## src/core/gpclip_map.svh

```systemverilog
`ifndef GPCLIP_MAP_SVH
`define GPCLIP_MAP_SVH

// ----------------------------------------
// Register offsets
// ----------------------------------------
`define GPCLIP_OFS_INT_MODE 8'h28
`define GPCLIP_OFS_INT_UNMASK 8'h29
`define GPCLIP_OFS_INT_STATUS 8'h2a
`define GPCLIP_OFS_CLIP_FLAGS 8'h2b
`define GPCLIP_OFS_PIN_DIR 8'h2c
`define GPCLIP_OFS_PIN_POL 8'h2d
`define GPCLIP_OFS_PIN_TRIG 8'h2e
`define GPCLIP_OFS_PIN_STATE 8'h2f
`define GPCLIP_OFS_PIN_UNMASK 8'h30

// ----------------------------------------
// Field positions
// ----------------------------------------
`define GPCLIP_POS_CLIP_TRIG 0
`define GPCLIP_POS_STYLE_LO 6
`define GPCLIP_POS_STYLE_HI 7
`define GPCLIP_POS_GPIO_SUM 1
`define GPCLIP_POS_CLIP_SUM 2

// ----------------------------------------
// Reset values
// ----------------------------------------
`define GPCLIP_RST_PIN_DIR 7'h00
`define GPCLIP_RST_PIN_POL 7'h7f
`define GPCLIP_RST_PIN_TRIG 7'h00
`define GPCLIP_RST_PIN_UNMASK 4'h0
`define GPCLIP_RST_CLIP_FLAGS 8'h00
`define GPCLIP_RST_INT_UNMASK 8'h00

`endif

```

## src/core/gpclip_pkg.sv

```systemverilog
package gpclip_pkg;

   typedef logic [6:0] gpclip_pins_type;
   typedef logic [7:0] gpclip_byte_type;

   typedef enum logic [1:0] {
      gpclip_style_high = 2'b00,
      gpclip_style_low = 2'b01,
      gpclip_style_drain = 2'b10,
      gpclip_style_rsvd = 2'b11
   } gpclip_style_type;

endpackage

```

## src/core/gpclip_core.sv

```systemverilog
`timescale 1ns/1ps
`include "gpclip_map.svh"

// Behaviour
// - GPIO summary bit is OR of unmasked input pin status bits.
// - Reading interrupt status keeps GPIO interrupt; only pin status read removes it.
// - Edge inputs cleared by status read; level inputs hold while active.
// - Eight sticky clip flags, channel A1 at bit 0 to B4 at bit 7.
// - Clip flag read clears all flags only in edge mode.
// - Clip flags record events whatever the clip unmask bit says.
// - A saturated output sample sets its channel clip flag.
// - Per-pin direction bit, 0 input, 1 output, resets to input.
// - Input polarity bit, 0 active low, 1 active high, resets to 1.
// - Output type from same bit, 0 push-pull, 1 open-drain.
// - Input trigger bit, 0 level, 1 edge; ignored for outputs.
// - Edge status latches transition; cleared by status read or reset.
// - Level status is never cleared by read; follows the pin.
// - Unmask bits never affect status bits, only interrupt propagation.
// - Interrupt status read leaves every pin status bit unchanged.
// - Output pins driven from written status bits; input status is read-only.
// - Only pins 0 to 3 have unmask bits; 1 unmasks; reset 0.
// - Clip trigger select bit, 0 level, 1 edge, resets to level.
// - Level-mode summaries hold while active; read clears once level gone.
// - Request pin style: 00 high, 01 low, 10 open-drain low.
module gpclip_core (
   // Clock and reset
   input wire logic clk_sys,
   input wire logic nrst,
   // Host control register port
   input wire logic [7:0] reg_addr,
   input wire logic reg_wr,
   input wire logic reg_rd,
   input wire logic [7:0] reg_wdata,
   output logic [7:0] reg_rdata,
   output logic reg_rvalid,
   // Clip events from output datapath
   input wire logic [7:0] clip_sample_event,
   // General purpose pins
   input wire logic [6:0] pin_in,
   output logic [6:0] pin_out,
   output logic [6:0] pin_oe,
   // Interrupt request pin
   output logic int_out,
   output logic int_oe
);

   // ----------------------------------------
   // Storage
   // ----------------------------------------
   gpclip_pkg::gpclip_pins_type pin_direction;
   gpclip_pkg::gpclip_pins_type pin_polarity_type;
   gpclip_pkg::gpclip_pins_type pin_trigger_select;
   gpclip_pkg::gpclip_pins_type out_level;
   gpclip_pkg::gpclip_pins_type edge_flag;
   gpclip_pkg::gpclip_pins_type sync_a;
   gpclip_pkg::gpclip_pins_type sync_b;
   gpclip_pkg::gpclip_pins_type active_d;
   logic [3:0] pin_event_unmask;
   gpclip_pkg::gpclip_byte_type channel_clip_flags;
   gpclip_pkg::gpclip_byte_type int_unmask;
   gpclip_pkg::gpclip_style_type request_pin_style;
   logic clip_trigger_select;
   logic gpio_sum;
   logic clip_event_summary;

   // ----------------------------------------
   // Decode
   // ----------------------------------------
   logic rd_state;
   logic rd_clip;
   logic rd_isr;
   gpclip_pkg::gpclip_pins_type active;
   gpclip_pkg::gpclip_pins_type edge_set;
   gpclip_pkg::gpclip_pins_type next_edge_flag;
   gpclip_pkg::gpclip_pins_type next_status;
   gpclip_pkg::gpclip_pins_type status_view;
   logic next_gpio_any;
   logic request;

   assign rd_state = reg_rd && (reg_addr == `GPCLIP_OFS_PIN_STATE);
   assign rd_clip = reg_rd && (reg_addr == `GPCLIP_OFS_CLIP_FLAGS);
   assign rd_isr = reg_rd && (reg_addr == `GPCLIP_OFS_INT_STATUS);

   // ----------------------------------------
   // Pin input synchroniser
   // ----------------------------------------
   always_ff @(posedge clk_sys) begin
      if (!nrst) begin
         sync_a <= 7'h00;
         sync_b <= 7'h00;
         active_d <= 7'h00;
      end else begin
         sync_a <= pin_in;
         sync_b <= sync_a;
         active_d <= active;
      end
   end

   // Polarity folded in after the second stage only
   assign active = ~(sync_b ^ pin_polarity_type);

   // ----------------------------------------
   // Pin status
   // ----------------------------------------
   // Polarity change may look like an edge; software should clear after it
   always_comb begin
      edge_set = active & ~active_d & pin_trigger_select & ~pin_direction;
      next_edge_flag = edge_set | (edge_flag & ~{7{rd_state}});
      next_status = 7'h00;
      for (int i = 0; i < 7; i++) begin
         next_status[i] = pin_trigger_select[i] ? next_edge_flag[i] : active[i];
      end
   end

   always_ff @(posedge clk_sys) begin
      if (!nrst) begin
         edge_flag <= 7'h00;
      end else begin
         edge_flag <= next_edge_flag;
      end
   end

   always_comb begin
      status_view = 7'h00;
      for (int i = 0; i < 7; i++) begin
         if (pin_direction[i]) begin
            status_view[i] = out_level[i];
         end else if (pin_trigger_select[i]) begin
            status_view[i] = edge_flag[i];
         end else begin
            status_view[i] = active[i];
         end
      end
   end

   // ----------------------------------------
   // GPIO summary
   // ----------------------------------------
   assign next_gpio_any = |(pin_event_unmask & ~pin_direction[3:0] & next_status[3:0]);

   always_ff @(posedge clk_sys) begin
      if (!nrst) begin
         gpio_sum <= 1'b0;
      end else begin
         // Set wins over the read; level pins still active keep it up
         gpio_sum <= next_gpio_any | (gpio_sum & ~rd_state);
      end
   end

   // ----------------------------------------
   // Clip flags
   // ----------------------------------------
   always_ff @(posedge clk_sys) begin
      if (!nrst) begin
         channel_clip_flags <= `GPCLIP_RST_CLIP_FLAGS;
      end else if (rd_clip && clip_trigger_select) begin
         channel_clip_flags <= clip_sample_event;
      end else begin
         channel_clip_flags <= channel_clip_flags | clip_sample_event;
      end
   end

   always_ff @(posedge clk_sys) begin
      if (!nrst) begin
         clip_event_summary <= 1'b0;
      end else if (|clip_sample_event) begin
         clip_event_summary <= 1'b1;
      end else if (rd_clip) begin
         // Level mode clears here only because no event is present now
         clip_event_summary <= 1'b0;
      end
   end

   // ----------------------------------------
   // Register writes
   // ----------------------------------------
   always_ff @(posedge clk_sys) begin
      if (!nrst) begin
         pin_direction <= `GPCLIP_RST_PIN_DIR;
         pin_polarity_type <= `GPCLIP_RST_PIN_POL;
         pin_trigger_select <= `GPCLIP_RST_PIN_TRIG;
         pin_event_unmask <= `GPCLIP_RST_PIN_UNMASK;
      end else if (reg_wr) begin
         case (reg_addr)
            `GPCLIP_OFS_PIN_DIR: pin_direction <= reg_wdata[6:0];
            `GPCLIP_OFS_PIN_POL: pin_polarity_type <= reg_wdata[6:0];
            `GPCLIP_OFS_PIN_TRIG: pin_trigger_select <= reg_wdata[6:0];
            `GPCLIP_OFS_PIN_UNMASK: pin_event_unmask <= reg_wdata[3:0];
            default: ;
         endcase
      end
   end

   always_ff @(posedge clk_sys) begin
      if (!nrst) begin
         out_level <= 7'h00;
      end else if (reg_wr && (reg_addr == `GPCLIP_OFS_PIN_STATE)) begin
         // Input bits are read-only, so only output bits take the write
         out_level <= (reg_wdata[6:0] & pin_direction) | (out_level & ~pin_direction);
      end
   end

   always_ff @(posedge clk_sys) begin
      if (!nrst) begin
         request_pin_style <= gpclip_pkg::gpclip_style_high;
         clip_trigger_select <= 1'b0;
         int_unmask <= `GPCLIP_RST_INT_UNMASK;
      end else if (reg_wr && (reg_addr == `GPCLIP_OFS_INT_MODE)) begin
         request_pin_style <= gpclip_pkg::gpclip_style_type'(
            reg_wdata[`GPCLIP_POS_STYLE_HI:`GPCLIP_POS_STYLE_LO]);
         clip_trigger_select <= reg_wdata[`GPCLIP_POS_CLIP_TRIG];
      end else if (reg_wr && (reg_addr == `GPCLIP_OFS_INT_UNMASK)) begin
         int_unmask <= reg_wdata;
      end
   end

   // ----------------------------------------
   // Register reads
   // ----------------------------------------
   always_ff @(posedge clk_sys) begin
      if (!nrst) begin
         reg_rdata <= 8'h00;
         reg_rvalid <= 1'b0;
      end else begin
         reg_rvalid <= reg_rd;
         if (reg_rd) begin
            case (reg_addr)
               `GPCLIP_OFS_INT_MODE: reg_rdata <= {request_pin_style, 5'h00, clip_trigger_select};
               `GPCLIP_OFS_INT_UNMASK: reg_rdata <= int_unmask;
               `GPCLIP_OFS_INT_STATUS: reg_rdata <= {5'h00, clip_event_summary,
                  gpio_sum, 1'b0};
               `GPCLIP_OFS_CLIP_FLAGS: reg_rdata <= channel_clip_flags;
               `GPCLIP_OFS_PIN_DIR: reg_rdata <= {1'b0, pin_direction};
               `GPCLIP_OFS_PIN_POL: reg_rdata <= {1'b0, pin_polarity_type};
               `GPCLIP_OFS_PIN_TRIG: reg_rdata <= {1'b0, pin_trigger_select};
               `GPCLIP_OFS_PIN_STATE: reg_rdata <= {1'b0, status_view};
               `GPCLIP_OFS_PIN_UNMASK: reg_rdata <= {4'h0, pin_event_unmask};
               default: reg_rdata <= 8'h00;
            endcase
         end
      end
   end

   // ----------------------------------------
   // Pin drivers
   // ----------------------------------------
   always_ff @(posedge clk_sys) begin
      if (!nrst) begin
         pin_out <= 7'h00;
         pin_oe <= 7'h00;
      end else begin
         for (int i = 0; i < 7; i++) begin
            if (!pin_direction[i]) begin
               pin_out[i] <= 1'b0;
               pin_oe[i] <= 1'b0;
            end else if (pin_polarity_type[i]) begin
               pin_out[i] <= 1'b0;
               pin_oe[i] <= ~out_level[i];
            end else begin
               pin_out[i] <= out_level[i];
               pin_oe[i] <= 1'b1;
            end
         end
      end
   end

   // ----------------------------------------
   // Interrupt pin
   // ----------------------------------------
   assign request = gpio_sum | (clip_event_summary & int_unmask[`GPCLIP_POS_CLIP_SUM]);

   always_ff @(posedge clk_sys) begin
      if (!nrst) begin
         int_out <= 1'b0;
         int_oe <= 1'b0;
      end else begin
         case (request_pin_style)
            gpclip_pkg::gpclip_style_high: begin
               int_out <= request;
               int_oe <= 1'b1;
            end
            gpclip_pkg::gpclip_style_low: begin
               int_out <= ~request;
               int_oe <= 1'b1;
            end
            gpclip_pkg::gpclip_style_drain: begin
               int_out <= 1'b0;
               int_oe <= request;
            end
            default: begin
               // Reserved code: pin left undriven
               int_out <= 1'b0;
               int_oe <= 1'b0;
            end
         endcase
      end
   end
endmodule

```

## config.mk

```make
export PLATFORM = sky130hd
export DESIGN_NAME = gpclip_core
export DESIGN_NICKNAME = d
export VERILOG_FILES = /design/src/core/gpclip_pkg.sv /design/src/core/gpclip_core.sv
export VERILOG_INCLUDE_DIRS = /design/src /design/src/core
export SDC_FILE = /design/constraint.sdc
export NUM_CORES = 1
export LEC_CHECK = 0
export BUFFER_PORTS_ARGS = -buffer_cell sky130_fd_sc_hd__clkbuf_2
export CORE_UTILIZATION = 61
export CTS_CLUSTER_DIAMETER = 120
export CTS_CLUSTER_SIZE = 40
export DETAILED_ROUTE_END_ITERATION = 8
export PLACE_DENSITY = 0.84
export SETUP_SLACK_MARGIN = 0.3
export SLEW_MARGIN = 10
export SYNTH_ARGS = -nofsm -noshare
export SYNTH_HDL_FRONTEND = slang
export SYNTH_SLANG_ARGS = --single-unit
```

## constraint.sdc

```tcl
create_clock -name clk_sys -period 5 [get_ports clk_sys]
set_clock_uncertainty 0.05 [all_clocks]
set_input_delay 1 -clock clk_sys [delete_from_list [all_inputs] [get_ports clk_sys]]
set_output_delay 1 -clock clk_sys [all_outputs]
set_load 0.05 [all_outputs]
```

# Word level (Yosys, flattened, before mapping)
# Index checks and enable logic that the tools add are counted.
# Widths: inputs -> output; s select.
# op_classes
eq_ne	11
n_mux	31
bitwise_logic	39
reduce_logical	30
# op_table
op	count
$eq 8x6->1 const B	9
$pmux 8 s9	1
$and 7x7->7	6
$not 7->7	4
$mux 1	27
$reduce_and 2->1	12
$reduce_or 3->1	7
$not 1->1	18
$or 7x7->7	2
$and 4x4->4	2
$mux 8	1
$or 8x8->8	1
$reduce_or 8->1	1
$xor 7x7->7	1
$logic_and 1x1->1	6
$not 4->4	1
$pmux 1 s2	2
$reduce_or 4->1	1
$and 1x1->1	2
$eq 2x1->1 const B	1
$eq 2x2->1 const B	1
$logic_not 2->1	1
$or 1x1->1	2
$reduce_bool 2->1	1
$reduce_or 2->1	1
# totals
ff_bits	106
output_inout_bits	25

# Longest topological paths before layout
# Gate-level depths: netlist of the first run.
# depth
depth_word	10
mapped_depth	7
mapped_depth_nobuf	5

# Worst setup path after synthesis of the first run
# No wires, ideal clock.
# synth_path
kind	input port to flip-flop
startpoint	in reg_addr[2]
endpoint	reg pin_event_unmask[0]
setup_ns	0.132
arrival_ns	2.139
required_time_ns	4.818
path_slack_ns	2.679
stages	6
path_cell_list	buf_6 or4b_4 nor4_1 nand2_1 nand2_1 a21oi_1
# synth_via
elab_chain_len	2
# synth_rtl
element	line	rtl
start: declaration	gpclip_core.sv:30	input wire logic [7:0] reg_addr,
$eq 8x6->1	gpclip_core.sv:184	case (reg_addr)
$reduce_and 2->1 (no source line)	--	
end signal: assignment	gpclip_core.sv:182	pin_event_unmask <= `GPCLIP_RST_PIN_UNMASK;
end signal: assignment	gpclip_core.sv:188	`GPCLIP_OFS_PIN_UNMASK: pin_event_unmask <= reg_wdata[3:0];
end: declaration	gpclip_core.sv:58	logic [3:0] pin_event_unmask;
# No other way between the ends.
# A chain may end at the register's enable or synchronous reset.

==> flow_metrics.env, run 1 <==
export IMPL_ys_warn_count=0
export IMPL_finalCritPeriodShare_pct=54.5
export IMPL_critPathMaxFanout=19
export IMPL_syn_cell_area_um2=4520
export IMPL_outcome="completed"
export IMPL_synthFlopType="dfxtp_1"
export IMPL_drc=0
export IMPL_synth_top_cell_area_share_pct=47.0
export IMPL_drive_gt1_share_pct=17.5
export IMPL_cp_required_ns=5.22
export IMPL_final_nets=572
export IMPL_clk_pin_slew_ns=0.09
export IMPL_synth_edf_count=0
export IMPL_syn_num_nets=529
export IMPL_cts_tree="yes"
export IMPL_hp_class="register to register"
export IMPL_globalRoute_totalOverflow=0
export IMPL_relSlewSlack_pct=51.8
export IMPL_yosys_top_cells_area="dfxtp_1, mux2i_1, a21oi_1, nand2_1, nor2_1"
export IMPL_grt_pass1_vias=3651
export IMPL_clk_latency_ns=0.38
export IMPL_vias_per_cell=6.03
export IMPL_rsz0062_at_grt="false"
export IMPL_cts_root_buf="clkbuf_8"
export IMPL_synth_seq_cells=106
export IMPL_start_util_pct=62.6
export IMPL_netlist_cell_type_count=58
export IMPL_cts_resized=0
export IMPL_slew_viol_final=0
export IMPL_cts_made_buffers=9
export IMPL_die_area_um2=7750
export IMPL_gp_congestion=0.899
export IMPL_final_cell_mix="dfxtp_1, clkbuf_2, nand2_1"
export IMPL_vias=3868
export IMPL_power_leakage_nw=2.08
export IMPL_clock_sinks=106
export IMPL_ys_seq_area_share_pct=47.0
export IMPL_antennaDiodeCount=0
export IMPL_die_height_um=88.1
export IMPL_setup_viol=0
export IMPL_wl_per_cell_um=17.0
export IMPL_grt_max_degree=78
export IMPL_crit_type="primary input to register"
export IMPL_drtIter0Drc=325
export IMPL_hpwlAfterDp_um=7360
export IMPL_syn_to_final_growth_pct=9.33
export IMPL_antenna_found_initial=0
export IMPL_fin_tns_setup_ns=0
export IMPL_track_usage_pct=29.6
export IMPL_critPathArrivalTime_ns=2.94
export IMPL_p_total_mw=1.43
export IMPL_final_common_cell="dfxtp_1"
export IMPL_holdBufCountCts=0
export IMPL_routed_wl_um=10900
export IMPL_synth_async_reset_ratio_pct=0
export IMPL_fmax_mhz=367
export IMPL_clk_path_buf_depth=2
export IMPL_h_tree_depth=3
export IMPL_ios=60
export IMPL_grt_pass1_wl_um=17500
export IMPL_powerDensity_nw_per_um2=290
export IMPL_firstDrtPassIters=5
export IMPL_syn_avg_cell_area_um2=9.15
export IMPL_end_kind="register"
export IMPL_vdd_drop_max_uv=156
export IMPL_yosysTopAreaCell="dfxtp_1"
export IMPL_postSynthCellCount=494
export IMPL_die_w_um=88.1
export IMPL_finalHoldViolCount=0
export IMPL_post_cts_buffers=0
export IMPL_port_buffer_count=59
export IMPL_num_rows=31
export IMPL_startpoint_type="primary input"
export IMPL_worstMarginPinSlew_ns=0.723
export IMPL_core_area_um2=7210
export IMPL_ant_nets=0
export IMPL_finalCriticalPeriod_ns=2.72
export IMPL_cap_violations=0
-- sequential cells by signal, summed over array words and instances (netlist names), 2 cells and up, named ones only --
name	cells
pin_trigger_select	7
request_pin_style	2
pin_polarity_type	7
sync_a	7
reg_rdata	8
pin_direction	7
sync_b	7
pin_out	7
pin_event_unmask	4
pin_oe	7
channel_clip_flags	8
active_d	7
int_unmask	8
edge_flag	7
-- metrics by stage --
stage                     instance area (um2)  hold WS [ns]  util [%]  setup slack (ns)  instances
after floorplan                          4520         0.359         -              2.68        494
after global placement                   4770         0.364      66.1              2.05        625
after detailed placement                 4770         0.369      66.1              1.98        625
after CTS                                4940         0.390      68.5              2.34        641
after global routing                     4940         0.404      68.5              2.19        641
final                                    4940         0.387      68.5              2.28        641
-- power by group --
group	switching (mW)	internal, mW
Sequential	0.00634	0.857
Combinational	0.0621	0.0331
Clock	0.293	0.182
-- logic make-up after synthesis --
group           synth area share (%)
simple gates                    22.9
xor+xnor                        1.55
buf+inv                         4.79
mux                             8.34
compound gates                  15.5
flops                           47.0
-- worst max-delay path, stage by stage --
cell and delay (ns):
clkbuf_2 0.39, and3_1 0.58, and3_1 0.58, a21oi_1 0.16, a41o_1 0.22
-- worst paths after layout --
check                            start            to  slack, ns  depth (start not counted)
setup reg to reg  pin_polarity_type[3]  reg_rdata[3]       3.42                          5
hold reg to reg              sync_a[5]     sync_b[5]       0.39                          1
hold / removal               sync_a[5]     sync_b[5]       0.39                          1
setup / recovery           reg_addr[2]      register       2.28                          5
-- cell usage after synthesis (6+ instances only) --
master,number
a32oi_1,8
nor2_1,46
mux2i_1,32
nand2_1,48
buf_2,6
o21ai_0,21
inv_1,9
nor3b_1,6
a21oi_1,39
nand3_1,24
and2_1,22
a31oi_1,10
clkbuf_1,15
xnor2_1,6
dfxtp_1,106
nor2b_1,14
-- final cells by class --
class                      instances  area, um2
clock buffer                      10        128
fill                             606       2270
tap                               99        124
multi-input combinational        350       2180
timing repair buffer              61        310
clock inverter                     6       42.5
inverter                           9       33.8
sequential                       106       2120
-- per-layer routing --
| metal | GRT usage, % | wire length [um] |
|---|---|---|
| met4 | 17.9 | 466 |
| met3 | 4.90 | 758 |
| met5 | 0 | 0 |
| met1 | 38.2 | 4670 |
| met2 | 46.7 | 4980 |
(Power assumes the default switching activity.)
==> run 2: changes to the inputs <==
--- a/config.mk
+++ b/config.mk
@@ -7,11 +7,11 @@
 export NUM_CORES = 1
 export LEC_CHECK = 0
 export BUFFER_PORTS_ARGS = -buffer_cell sky130_fd_sc_hd__clkbuf_2
-export CORE_UTILIZATION = 61
+export CORE_UTILIZATION = 52
 export CTS_CLUSTER_DIAMETER = 120
 export CTS_CLUSTER_SIZE = 40
 export DETAILED_ROUTE_END_ITERATION = 8
-export PLACE_DENSITY = 0.84
+export PLACE_DENSITY = 0.76
 export SETUP_SLACK_MARGIN = 0.3
 export SLEW_MARGIN = 10
 export SYNTH_ARGS = -nofsm -noshare
==> constraint.sdc (replaced) <==
create_clock -name clk_sys -period 2.3 [get_ports clk_sys]
set_clock_uncertainty 0.05 [all_clocks]
set_input_delay 0.46 -clock clk_sys [delete_from_list [all_inputs] [get_ports clk_sys]]
set_output_delay 0.46 -clock clk_sys [all_outputs]
set_load 0.05 [all_outputs]
==> flow_metrics.env, run 2 (synthesis gave the netlist of run 1 again) <==
export IMPL_ios=60
export IMPL_finalHoldViolCount=0
export IMPL_hp_class="primary input to register"
export IMPL_vias=3888
export IMPL_drc=0
export IMPL_core_area_um2=8300
export IMPL_cp_required_ns=2.51
export IMPL_drive_gt1_share_pct=19.8
export IMPL_crit_chain="clkbuf_2, nor3b_1, and3_1, and3_1, buf_4, a21oi_1, a41o_1"
export IMPL_num_rows=33
export IMPL_final_nets=590
export IMPL_start_util_pct=54.4
export IMPL_crit_family="simple AND/OR/NAND/NOR gates"
export IMPL_critPathMaxFanout=8
export IMPL_grt_pass1_vias=3564
export IMPL_vias_per_cell=5.85
export IMPL_relSlewSlack_pct=72.2
export IMPL_power_frac_clock_pct=36.8
export IMPL_clk_path_buf_depth=2
export IMPL_cts_resized=0
export IMPL_routed_wl_um=11000
export IMPL_final_common_cell="dfxtp_1"
export IMPL_final_cell_mix="dfxtp_1, clkbuf_2, nand2_1"
export IMPL_cts_tree="yes"
export IMPL_holdBufCountCts=0
export IMPL_power_leakage_nw=2.19
export IMPL_fin_tns_setup_ns=0
export IMPL_globalRoute_totalOverflow=0
export IMPL_grt_max_degree=33
export IMPL_finalCriticalPeriod_ns=1.80
export IMPL_die_area_um2=9060
export IMPL_cap_violations=0
export IMPL_cts_made_buffers=9
export IMPL_largestRegisters="channel_clip_flags x8, int_unmask x8, reg_rdata x8"
export IMPL_rsz0062_at_grt="false"
export IMPL_die_w_um=95.2
export IMPL_drtIter0Drc=334
export IMPL_path_buf_inv=2
export IMPL_outcome="completed"
export IMPL_critPathArrivalTime_ns=2.01
export IMPL_syn_to_final_growth_pct=13.4
export IMPL_sequentialPowerShare_pct=56.6
export IMPL_clock_sinks=106
export IMPL_powerDensity_nw_per_um2=647
export IMPL_gp_congestion=0.905
export IMPL_port_buffer_count=59
export IMPL_vdd_drop_max_uv=322
export IMPL_crit_top_cell="and3_1"
export IMPL_ant_nets=0
export IMPL_cp_slowest_cell="and3_1"
export IMPL_slew_viol_final=0
export IMPL_crit_type="primary input to register"
export IMPL_grt_pass1_wl_um=17800
export IMPL_clk_pin_slew_ns=0.09
export IMPL_die_height_um=95.2
export IMPL_clk_latency_ns=0.36
export IMPL_end_kind="register"
export IMPL_power_internal_mw=2.56
export IMPL_cts_root_buf="clkbuf_8"
export IMPL_p_sw_share_pct=22.8
export IMPL_worstMarginPinSlew_ns=0.413
export IMPL_wl_per_cell_um=16.5
export IMPL_antennaDiodeCount=0
export IMPL_antenna_found_initial=0
export IMPL_h_tree_depth=3
export IMPL_finalCritPeriodShare_pct=78.3
export IMPL_firstDrtPassIters=4
export IMPL_fmax_mhz=555
export IMPL_hpwlAfterDp_um=7860
export IMPL_fill_cells=747
export IMPL_post_cts_buffers=0
export IMPL_setup_viol=0
export IMPL_power_switching_uw=755
export IMPL_startpoint_type="primary input"
export IMPL_whs_ns=0.243
export IMPL_track_usage_pct=25.7
export IMPL_cpPeakStageDelay_ns=0.42
export IMPL_power_frac_comb_pct=6.6
-- run 2: layout make-up --
cell class                      instances  area, um2  share of cell area, %
Clock inverter                          4       76.3                   1.49
Tap cell                              105        131                   2.56
Sequential cell                       106       2120                   41.4
Timing Repair Buffer                   79        445                   8.69
Clock buffer                           12        135                   2.64
Inverter                                9       33.8                  0.659
Multi-Input combinational cell        350       2180                   42.5
-- run 2: through the flow --
step / setup WS (ns) / area [um2] / power, mW / std cells / util (%)
finish: 0.498 / 5120 / 3.32 / 665 / 61.7
global route: 0.384 / 5120 / 3.42 / 665 / 61.7
CTS: 0.563 / 5120 / 3.33 / 665 / 61.7
detailed placement: 0.180 / 4910 / 2.14 / 649 / 59.2
global placement: 0.199 / 4910 / 2.13 / 649 / 59.2
floorplan: 0.519 / 4520 / 2.05 / 494 / -
-- run 2: power by group through the flow --
stage	clock [mW]	sequential [mW]	combinational, mW
after floorplan	0	1.92	0.129
after global placement	0	1.92	0.213
after detailed placement	0	1.92	0.218
after CTS	1.24	1.88	0.218
after global routing	1.30	1.88	0.239
final	1.22	1.88	0.220
-- run 2: worst paths after layout --
check,cells after the start,endpoint,slack [ns],from
max,7,register,0.50,reg_addr[7]
min,2,sync_a[5],0.24,pin_in[5]
max reg2reg,5,reg_rdata[0],0.71,channel_clip_flags[0]
min reg2reg,1,pin_oe[3],0.38,register
-- run 2: metal layers --
layer | vias to the layer above | wire (um) | track usage, % | part of all wire, %
li1 | 1866 | - | - | -
met1 | 1840 | 4880 | 35.0 | 44
met4 | 0 | 222 | 9.22 | 2.0
met5 | - | 0 | 0 | 0
met2 | 162 | 5120 | 41.0 | 47
met3 | 20 | 742 | 4.07 | 6.8
